===== src/logic/serial_bus_module_regs.vh =====
// Register offsets, field positions and reset values of the serial bus module
// Assumes an 8-bit register port with one-cycle read latency
`ifndef SERIAL_BUS_MODULE_REGS_VH
`define SERIAL_BUS_MODULE_REGS_VH
// Offsets
`define SBM_CTRL_ADDR 4'h0
`define SBM_STATUS_ADDR 4'h1
`define SBM_CMD_ADDR 4'h2
`define SBM_DATA_ADDR 4'h3
`define SBM_ADDR_ADDR 4'h4
`define SBM_BUS_ADDR 4'h5
`define SBM_IRQ_ADDR 4'h6
`define SBM_MASK_ADDR 4'h7
// Control fields
`define SBM_CTRL_EN 0
`define SBM_CTRL_TOUT_EN 1
// Status fields
`define SBM_ST_DIF 7
`define SBM_ST_STOP_ADDRESS_FLAG 6
`define SBM_ST_HOLD 5
`define SBM_ST_COLL 3
`define SBM_ST_DIR 1
`define SBM_ST_AP 0
// Bus state field values
`define SBM_BUS_IDLE 2'h1
`define SBM_BUS_BUSY 2'h3
// Slave response command
`define SBM_CMD_RESPONSE 2'h3
// Interrupt event bits
`define SBM_EV_ADDR 0
`define SBM_EV_DATA 1
`define SBM_EV_STOP 2
`define SBM_EV_TOUT 3
`define SBM_EV_DROP 4
// Reset values
`define SBM_CTRL_RST 8'h00
`define SBM_ADDR_RST 8'h00
// Timing
`define SBM_CLK_HZ 50000000
`define SBM_TOUT_US 50
`define SBM_TOUT_CYC ((`SBM_CLK_HZ / 1000000) * `SBM_TOUT_US)
`endif


===== src/logic/serial_bus_module.v =====
// Two-wire slave: flag handling, clock hold, timeout, register port
// Assumes SCL/SDA open-drain pins resolved outside; registers on one clock
// Behaviour
// - START clears collision flag; repeated START does not
// - Clear racing stop/address set leaves flag set; SCL held only when the set is an address match
// - Timeout coinciding with START drops transaction
// - Response command clears data flag one cycle later
`timescale 1ns/100ps
`default_nettype none
`include "serial_bus_module_regs.vh"
module serial_bus_module #(
  parameter TOUT_CYC = `SBM_TOUT_CYC
) (
  // Clock and reset
  input wire i_ref_clk,
  input wire i_rst_b,
  input wire i_clk_en,
  // Register port
  input wire [3:0] i_addr,
  input wire [7:0] i_wdata,
  input wire i_wr,
  input wire i_rd,
  output reg [7:0] o_rdata,
  // Two-wire pins
  input wire i_scl,
  output wire o_scl,
  output wire o_scl_oe,
  input wire i_sda,
  output wire o_sda,
  output wire o_sda_oe,
  // Interrupt
  output wire o_irq
);
  localparam ST_IDLE = 4'b0001;
  localparam ST_ADDR = 4'b0010;
  localparam ST_ACK = 4'b0100;
  localparam ST_DATA = 4'b1000;
  reg [1:0] scl_sync_reg, sda_sync_reg;
  reg scl_d_reg, sda_d_reg;
  reg [7:0] ctrl_reg, own_addr_reg, shift_reg, data_reg, mask_reg;
  reg [4:0] irq_reg;
  reg [3:0] state_reg;
  reg [3:0] bit_cnt_reg;
  reg dif_reg, stop_address_flag_reg, hold_reg, coll_reg, dir_reg, ap_reg, busy_reg;
  reg dif_clr_reg, ack_drive_reg, tx_drive_reg;
  reg [31:0] tout_cnt_reg;
  wire scl = scl_sync_reg[1];
  wire sda = sda_sync_reg[1];
  wire scl_rise = scl & ~scl_d_reg;
  wire scl_fall = ~scl & scl_d_reg;
  wire start_det = scl & scl_d_reg & ~sda & sda_d_reg;
  wire stop_det = scl & scl_d_reg & sda & ~sda_d_reg;
  wire en = ctrl_reg[`SBM_CTRL_EN];
  wire tout_en = ctrl_reg[`SBM_CTRL_TOUT_EN];
  wire tout_hit = tout_en & busy_reg & (tout_cnt_reg == TOUT_CYC - 1);
  wire wr_st = i_wr & (i_addr == `SBM_STATUS_ADDR);
  wire wr_cmd = i_wr & (i_addr == `SBM_CMD_ADDR);
  wire resp_cmd = wr_cmd & (i_wdata[1:0] == `SBM_CMD_RESPONSE);
  wire rd_irq = i_rd & (i_addr == `SBM_IRQ_ADDR);
  wire addr_match = (state_reg == ST_ADDR) & scl_rise & (bit_cnt_reg == 4'h7) &
    (shift_reg[6:0] == own_addr_reg[6:0]);
  wire data_done = (state_reg == ST_DATA) & scl_rise & (bit_cnt_reg == 4'h7);
  wire stop_address_flag_set = addr_match | (stop_det & en);
  wire stop_address_flag_clr = wr_st & i_wdata[`SBM_ST_STOP_ADDRESS_FLAG];
  wire [4:0] ev = {tout_hit & start_det, tout_hit, stop_det & en, data_done, addr_match};
  wire [7:0] status = {dif_reg, stop_address_flag_reg, hold_reg, 1'b0, coll_reg, 1'b0, dir_reg, ap_reg};
  wire [1:0] bus_state = busy_reg ? `SBM_BUS_BUSY : `SBM_BUS_IDLE;
  assign o_scl = 1'b0;
  assign o_scl_oe = hold_reg;
  assign o_sda = 1'b0;
  assign o_sda_oe = ack_drive_reg | tx_drive_reg;
  assign o_irq = |(irq_reg & mask_reg[4:0]);
  always @(posedge i_ref_clk or negedge i_rst_b) begin
    if (!i_rst_b) begin
      scl_sync_reg <= 2'b11;
      sda_sync_reg <= 2'b11;
      scl_d_reg <= 1'b1;
      sda_d_reg <= 1'b1;
      ctrl_reg <= `SBM_CTRL_RST;
      own_addr_reg <= `SBM_ADDR_RST;
      shift_reg <= 8'h00;
      data_reg <= 8'h00;
      mask_reg <= 8'h00;
      irq_reg <= 5'h00;
      state_reg <= ST_IDLE;
      bit_cnt_reg <= 4'h0;
      dif_reg <= 1'b0;
      stop_address_flag_reg <= 1'b0;
      hold_reg <= 1'b0;
      coll_reg <= 1'b0;
      dir_reg <= 1'b0;
      ap_reg <= 1'b0;
      busy_reg <= 1'b0;
      dif_clr_reg <= 1'b0;
      ack_drive_reg <= 1'b0;
      tx_drive_reg <= 1'b0;
      tout_cnt_reg <= 32'h0000_0000;
      o_rdata <= 8'h00;
    end else if (i_clk_en) begin
      scl_sync_reg <= {scl_sync_reg[0], i_scl};
      sda_sync_reg <= {sda_sync_reg[0], i_sda};
      scl_d_reg <= scl;
      sda_d_reg <= sda;
      // Register reads
      o_rdata <= 8'h00;
      if (i_rd) begin
        case (i_addr)
          `SBM_CTRL_ADDR: o_rdata <= ctrl_reg;
          `SBM_STATUS_ADDR: o_rdata <= status;
          `SBM_DATA_ADDR: o_rdata <= data_reg;
          `SBM_ADDR_ADDR: o_rdata <= own_addr_reg;
          `SBM_BUS_ADDR: o_rdata <= {6'h00, bus_state};
          `SBM_IRQ_ADDR: o_rdata <= {3'h0, irq_reg};
          `SBM_MASK_ADDR: o_rdata <= mask_reg;
          default: o_rdata <= 8'h00;
        endcase
      end
      if (i_wr) begin
        case (i_addr)
          `SBM_CTRL_ADDR: ctrl_reg <= i_wdata;
          `SBM_DATA_ADDR: data_reg <= i_wdata;
          `SBM_ADDR_ADDR: own_addr_reg <= i_wdata;
          `SBM_MASK_ADDR: mask_reg <= i_wdata;
          default: ;
        endcase
      end
      // Sticky events; set wins over read clear
      irq_reg <= (rd_irq ? 5'h00 : irq_reg) | ev;
      // Bus busy tracking and timeout
      if (start_det)
        busy_reg <= 1'b1;
      else if (stop_det | tout_hit)
        busy_reg <= 1'b0;
      if (!busy_reg | start_det | ~scl | ~sda)
        tout_cnt_reg <= 32'h0000_0000;
      else
        tout_cnt_reg <= tout_cnt_reg + 32'h0000_0001;
      // Collision flag
      if (start_det & ~busy_reg)
        coll_reg <= 1'b0;
      else if (wr_st & i_wdata[`SBM_ST_COLL])
        coll_reg <= 1'b0;
      else if (tx_drive_reg & scl_rise & sda & ~shift_reg[7])
        coll_reg <= 1'b1;
      // Stop/address flag and clock hold
      if (stop_address_flag_set) begin
        stop_address_flag_reg <= 1'b1;
        ap_reg <= addr_match;
        if (addr_match & ~stop_address_flag_clr)
          hold_reg <= 1'b1;
        else if (addr_match)
          hold_reg <= 1'b1;
      end else if (stop_address_flag_clr) begin
        stop_address_flag_reg <= 1'b0;
        hold_reg <= dif_reg;
      end
      // Data flag; response command clears it a cycle later
      dif_clr_reg <= wr_cmd & (i_wdata[1:0] == `SBM_CMD_RESPONSE);
      if (data_done) begin
        dif_reg <= 1'b1;
        hold_reg <= 1'b1;
        if (!dir_reg)
          data_reg <= {shift_reg[6:0], sda};
      end else if (dif_clr_reg) begin
        dif_reg <= 1'b0;
        hold_reg <= stop_address_flag_reg & ap_reg;
        if (dir_reg)
          shift_reg <= data_reg;
      end
      if (wr_cmd & (i_wdata[1:0] == `SBM_CMD_RESPONSE) & stop_address_flag_reg & ap_reg) begin
        stop_address_flag_reg <= 1'b0;
        hold_reg <= 1'b0;
        if (dir_reg)
          shift_reg <= data_reg;
      end
      // Slave receive/transmit sequencer
      if (!en | stop_det | tout_hit) begin
        state_reg <= ST_IDLE;
        ack_drive_reg <= 1'b0;
        tx_drive_reg <= 1'b0;
      end else if (start_det) begin
        state_reg <= tout_hit ? ST_IDLE : ST_ADDR;
        bit_cnt_reg <= 4'h0;
      end else begin
        case (state_reg)
          ST_IDLE: ;
          ST_ADDR: if (scl_rise) begin
            shift_reg <= {shift_reg[6:0], sda};
            bit_cnt_reg <= bit_cnt_reg + 4'h1;
            if (bit_cnt_reg == 4'h7) begin
              dir_reg <= sda;
              state_reg <= addr_match ? ST_ACK : ST_IDLE;
            end
          end
          ST_ACK: begin
            // Acknowledge set up on the edge that lets the held clock go after the address, one cycle before that after data
            if (resp_cmd & hold_reg)
              ack_drive_reg <= 1'b1;
            else if (scl_fall & ack_drive_reg) begin
              ack_drive_reg <= 1'b0;
              state_reg <= ST_DATA;
              bit_cnt_reg <= 4'h0;
              tx_drive_reg <= dir_reg & ~data_reg[7];
            end
          end
          ST_DATA: begin
            if (scl_rise) begin
              if (!dir_reg)
                shift_reg <= {shift_reg[6:0], sda};
              bit_cnt_reg <= bit_cnt_reg + 4'h1;
            end
            if (scl_fall & dir_reg & (bit_cnt_reg != 4'h8)) begin
              shift_reg <= {shift_reg[6:0], 1'b1};
              tx_drive_reg <= ~shift_reg[6];
            end
            if (data_done)
              state_reg <= ST_ACK;
          end
          default: state_reg <= ST_IDLE;
        endcase
      end
    end
  end
endmodule // serial_bus_module
`default_nettype wire


===== config.mk =====
export PLATFORM = sky130hd
export DESIGN_NAME = serial_bus_module
export DESIGN_NICKNAME = d
export VERILOG_FILES = /design/src/logic/serial_bus_module.v
export VERILOG_INCLUDE_DIRS = /design/src /design/src/logic
export SDC_FILE = /design/constraint.sdc
export NUM_CORES = 1
export LEC_CHECK = 0
export BUFFER_PORTS_ARGS = -buffer_cell sky130_fd_sc_hd__buf_2
export CAP_MARGIN = 20
export CELL_PAD_IN_SITES_DETAIL_PLACEMENT = 0
export CELL_PAD_IN_SITES_GLOBAL_PLACEMENT = 1
export CORE_MARGIN = 2
export CORE_UTILIZATION = 35
export CTS_CLUSTER_SIZE = 8
export DETAILED_ROUTE_END_ITERATION = 8
export PLACE_DENSITY = 0.62
export SKIP_CTS_REPAIR_TIMING = 1
export SLEW_MARGIN = 20
export SYNTH_ARGS = -nofsm -noshare
export SYNTH_HDL_FRONTEND = slang
export SYNTH_SLANG_ARGS = --single-unit

===== constraint.sdc =====
create_clock -name i_ref_clk -period 2.8 [get_ports i_ref_clk]
set_clock_uncertainty 0.2 [all_clocks]
set_input_delay 0.42 -clock i_ref_clk [delete_from_list [all_inputs] [get_ports i_ref_clk]]
set_output_delay 0.42 -clock i_ref_clk [all_outputs]
set_load 0.005 [all_outputs]

-- After elaboration in Yosys (flattened, before gate mapping)
Cells that the tools add are included.
- add/subtract/negate cells: 2
- equality and inequality tests: 30
- muxes and demuxes: 64
- bitwise operators: 56
- reduce and logical (&&, ||, !) cells: 28
- operator list (cell ; number):
    8-bit two-way mux ; 16
    8-bit case mux with 7 select lines ; 1
    4-bit two-way mux ; 11
    1-bit AND ; 35
    32-bit by 1-bit adder with 32-bit output (second input constant) ; 1
    32-bit by 12-bit == test with 1-bit output (second input constant) ; 1
    32-bit two-way mux ; 1
    1-bit two-way mux ; 27
    4-bit by 3-bit == test with 1-bit output (second input constant) ; 6
    6-bit AND reduction ; 3
    4-bit case mux with 4 select lines ; 1
    8-bit case mux with 2 select lines ; 1
    3-bit != test (second input constant) ; 5
    3-bit nonzero test ; 5
    4-bit by 2-bit == test with 1-bit output (second input constant) ; 3
    4-bit != test (second input constant) ; 3
    3-bit AND reduction ; 4
    1-bit inverter ; 11
    2-bit AND reduction ; 5
    4-bit by 1-bit == test with 1-bit output (second input constant) ; 2
    4-bit by 3-bit != test with 1-bit output (second input constant) ; 2
    1-bit bitwise OR ; 8
    4-bit case mux with 2 select lines ; 1
    7-bit == test ; 1
    21 further kinds ; 26
- flip-flop bits (word level): 109
- input bits: 19
- output and inout port bits: 13
- word-level logic and storage cells: 204

-- Logic depth before layout (Yosys ltp)
- depth after elaboration: 13
- mapped depth: 10
- gate-level depth less buffers: 8

-- Worst setup path before layout
Ideal clock, no wire load.
- kind: reg2reg
- start point: reg tout_cnt_reg[23]
- end point: reg shift_reg[1]
- library setup time: 0.137 ns
- data arrival time: 2.025 ns
- data required time: 2.463 ns
- slack: 0.438 ns
- stages on the path, launching flop included: 7
- buffers on the path: 1
- clock period less this slack: 2.362 ns
- cell sequence: dfrtp_1 -> or4_4 -> or4_1 -> buf_2 -> a41o_2 -> o22ai_1 -> a2bb2oi_1
- longest elaborated chain between the ends: 4
- ends and longest elaborated chain (item ; line ; source):
    start: declaration ; serial_bus_module.v:46 ; reg [31:0] tout_cnt_reg;
    start signal: assignment ; serial_bus_module.v:137 ; tout_cnt_reg <= tout_cnt_reg + 32'h0000_0001;
    32-bit by 12-bit == test with 1-bit output ; serial_bus_module.v:55 ; wire tout_hit = tout_en & busy_reg & (tout_cnt_reg == TOUT_CYC - 1);
    1-bit AND ; serial_bus_module.v:55 ;
    1-bit bitwise OR ; serial_bus_module.v:177 ; if (!en | stop_det | tout_hit) begin
    8-bit two-way mux ; serial_bus_module.v:177 ;
    end signal: assignment ; serial_bus_module.v:168 ; shift_reg <= data_reg;
    end signal: assignment ; serial_bus_module.v:174 ; shift_reg <= data_reg;
    end signal: assignment ; serial_bus_module.v:188 ; shift_reg <= {shift_reg[6:0], sda};
    end: declaration ; serial_bus_module.v:40 ; reg [7:0] ctrl_reg, own_addr_reg, shift_reg, data_reg, mask_reg;
Every way passes these cells.
A chain may end at the register's enable or synchronous reset.

-- Final worst setup path
- start point: reg tout_cnt_reg[4]
- end point: reg shift_reg[2]
Same word-level chain as after synthesis.

==> impl_metrics.py <==
metrics = {
    "clock_tree": {
        "cts_root_buf": "clkbuf_16",
        "cts.reportedPaths.clkPinSlew_ns": 0.07,
        "cts_buffers": 9,
        "cts_tree": "built",
        "clockBufferDepth": 2,
        "clock_sinks": 109,
        "htreeDepth": 3,
        "insertion_delay_ns": 0.36,
    },
    "drt": {
        "routed_wl_um": 16900,
        "postRouteAntennaNets": 0,
        "drc": 0,
        "wl_per_cell_um": 19.3,
        "drtPass1Iterations": 5,
        "vias": 4970,
        "via_per_inst": 5.69,
        "drt_iter0_drc": 407,
    },
    "final_layout": {
        "antenna_cells": 0,
        "largest_reg_flops": 32,
        "finish.utilization_pct": 40.7,
        "final_cell_mix": "dfrtp_1 (102), nor2_1 (49), nand2_1 (45)",
        "final_common_cell": "dfrtp_1",
        "nets": 665,
        "drive_gt1_share_pct": 23.3,
        "areaGrowthSynthToFinish_pct": 14.9,
    },
    "power": {
        "intPower_uw": 2860,
        "clkPwrFrac_pct": 36.1,
        "combPwrFrac_pct": 16.2,
        "switching_share_pct": 28.8,
        "power_density_mw_per_mm2": 574,
        "cellLeakagePower_uw": 0.00284,
        "vdd.ir_drop.worst_uv": 322,
        "switching_power_uw": 1150,
        "seqPwrFrac_pct": 47.8,
    },
    "setup_path": {
        "r2r_cells": 6,
        "cp-start-kind": "flip-flop",
        "crit_arrival_ns": 2.57,
        "path_max_fanout": 8,
        "critPathSlowestCell": "or4_4",
        "r2r_start": "tout_cnt_reg[4]$_DFFE_PN0P_",
        "critPathTopFamily": "simple AND/OR/NAND/NOR gates",
        "crit_chain": "nor4b_1, nand4_1, or4_4, a41o_2, o22ai_1, a2bb2oi_1",
        "critPathMaxStageDelay_ns": 0.64,
        "endpoint_kind": "flip-flop",
        "required_ns": 2.83,
        "path_buf_inv": 0,
        "crit_type": "reg -> reg",
        "timing.rr.end": "shift_reg[2]$_DFFE_PN0P_",
        "ff2ff_setup_slack_ns": 0.26,
        "cp.depth": 6,
    },
    "synth": {
        "seq_area_frac_synth_pct": 45.0,
        "synth_enable_flop_cells": 0,
        "synthArstFlopShare_pct": 100,
        "synth-main-ff-cell": "dfrtp_1",
        "netlist_area_mm2": 0.00609,
        "yosys_warnings": 0,
        "post_synth.cell_area_avg_um2": 10.2,
        "synth-seq-cells": 109,
        "netlist_instances": 598,
        "synth_cell_types": 86,
    },
    "sta": {
        "hold_violations": 0,
        "fin_crit_ns": 2.54,
        "tns_ns": 0,
        "slew_violations": 0,
        "period_share_pct": 90.8,
        "setup_viol": 0,
        "worst_pin_slew_ns": 0.988,
        "rsz0062_at_grt": "no",
        "fmax_mhz": 393,
        "maxSlewHeadroom_pct": 34.1,
    },
    "worst_hold_path": {
        "hold_path_end": "scl_sync_reg[0]$_DFFE_PN1P_",
        "whs_path_depth": 2,
        "hold_class": "in -> reg",
        "min-delay-start": "i_scl",
    },
    "die": {
        "core_area_mm2": 0.0172,
        "dieHeight_um": 136,
        "io_pins": 32,
        "initial_core_util_pct": 35.4,
        "die_w_um": 136,
        "die_area_mm2": 0.0185,
        "rows": 48,
    },
    "global_route": {
        "grt_overflow": 0,
        "grt_pass1_wl_um": 27600,
        "antenna_found_initial": 0,
        "grt_pass1_vias": 4872,
        "grt_max_degree": 46,
        "grt_usage_pct": 19.3,
    },
    "place": {
        "hpwlAfterDp_um": 12300,
        "place_congestion": 0.883,
        "port_buffers": 29,
    },
    "job": {
        "maxCapViolCount": 0,
    },
    "run_status": {
        "outcome": "complete, no violations",
    },
}
## power by group through the flow
stage	clock (uW)	sequential (uW)	combinational (uW)
3_5_place_dp	0	1940	649
5_1_grt	1560	1940	718
2_1_floorplan	0	1860	464
6_report	1450	1920	648
4_1_cts	1480	1910	653
3_3_place_gp	0	1940	646
## worst reg2reg max path, delay by kind of cell (launching register included)
kind	cells	cell delay, ns
simple gates	3	1.19
compound gates	3	0.57
flops	1	0.45
## logic make-up (layout without fill, tap and decap cells)
kind of cell / Yosys count / count (layout) / synth area share, %
xor+xnor: 33 / 33 / 4.75
simple gates: 222 / 222 / 20.5
fa+ha+maj: 3 / 3 / 0.617
compound gates: 135 / 135 / 17.1
mux: 45 / 45 / 8.31
other cells: 1 / 2 / 0.0616
buf+inv: 50 / 99 / 3.74
flops: 109 / 109 / 45.0
## synth_stat cells, types with 4 or more instances
cell,number,area share [%]
buf_1,6,0.37
nor3b_1,5,0.62
inv_1,14,0.86
nor2b_1,7,0.72
nor4b_1,5,0.72
a2bb2oi_1,15,2.2
nand3_1,23,1.9
dfstp_2,7,3.0
mux2_2,34,6.3
dfrtp_1,102,42
a32o_1,4,0.66
nand2b_1,10,1.0
o22a_1,4,0.58
o21ai_0,23,1.9
o22ai_1,13,1.3
nor3_1,14,1.2
nand2_1,45,2.8
o2bb2ai_1,11,1.6
buf_2,5,0.41
a22o_1,6,0.86
nand4_1,11,1.1
o31ai_1,5,0.62
nor2_1,49,3.0
and3_1,7,0.72
a31oi_1,4,0.41
nor4_1,9,0.93
or3_1,5,0.51
mux2i_1,10,1.6
a22oi_1,6,0.74
xnor2_1,22,3.2
xor2_1,11,1.6
clkbuf_1,18,1.1
a21oi_1,14,1.2
## how the worst max path moves through the flow
stage / endpoint / startpoint / slack [ns]
3_3_place_gp: shift_reg[4]$_DFFE_PN0P_ / tout_cnt_reg[26]$_DFFE_PN0P_ / 0.18
4_1_cts: shift_reg[3]$_DFFE_PN0P_ / tout_cnt_reg[4]$_DFFE_PN0P_ / 0.12
5_1_grt: shift_reg[3]$_DFFE_PN0P_ / tout_cnt_reg[4]$_DFFE_PN0P_ / 0.11
3_5_place_dp: shift_reg[3]$_DFFE_PN0P_ / tout_cnt_reg[4]$_DFFE_PN0P_ / 0.14
6_report: shift_reg[2]$_DFFE_PN0P_ / tout_cnt_reg[4]$_DFFE_PN0P_ / 0.26
2_1_floorplan: shift_reg[1]$_DFFE_PN0P_ / tout_cnt_reg[23]$_DFFE_PN0P_ / 0.44
## per-stage QoR
stage | cells | power, uW | hold slack [ns] | cell area [um^2] | worst slack, ns
floorplan | 599 | 2320 | -0.0756 | 6090 | 0.438
global placement | 856 | 2590 | 0.198 | 6650 | 0.181
detailed placement | 856 | 2590 | 0.204 | 6650 | 0.139
CTS | 872 | 4050 | -0.182 | 6980 | 0.125
global route | 873 | 4210 | 0.0933 | 6990 | 0.114
finish | 873 | 4010 | 0.0969 | 6990 | 0.258
## metal layers
metal	track usage (%)	share of wire [%]	up-vias
met4	4.11	1.1	0
met5	0	0	-
li1	-	-	2305
met2	30.6	48	128
met3	3.54	4.9	15
met1	27.6	46	2522
## area by class of cell
type,instances,area [um^2]
multi-input cells,440,3130
repair buffers,68,455
inverters,15,56.3
clock buffers,10,239
flip-flops and latches,109,2740
fillers,1734,10200
clock inverters,6,92.6
well taps,225,282
(Power assumes the default switching activity.)
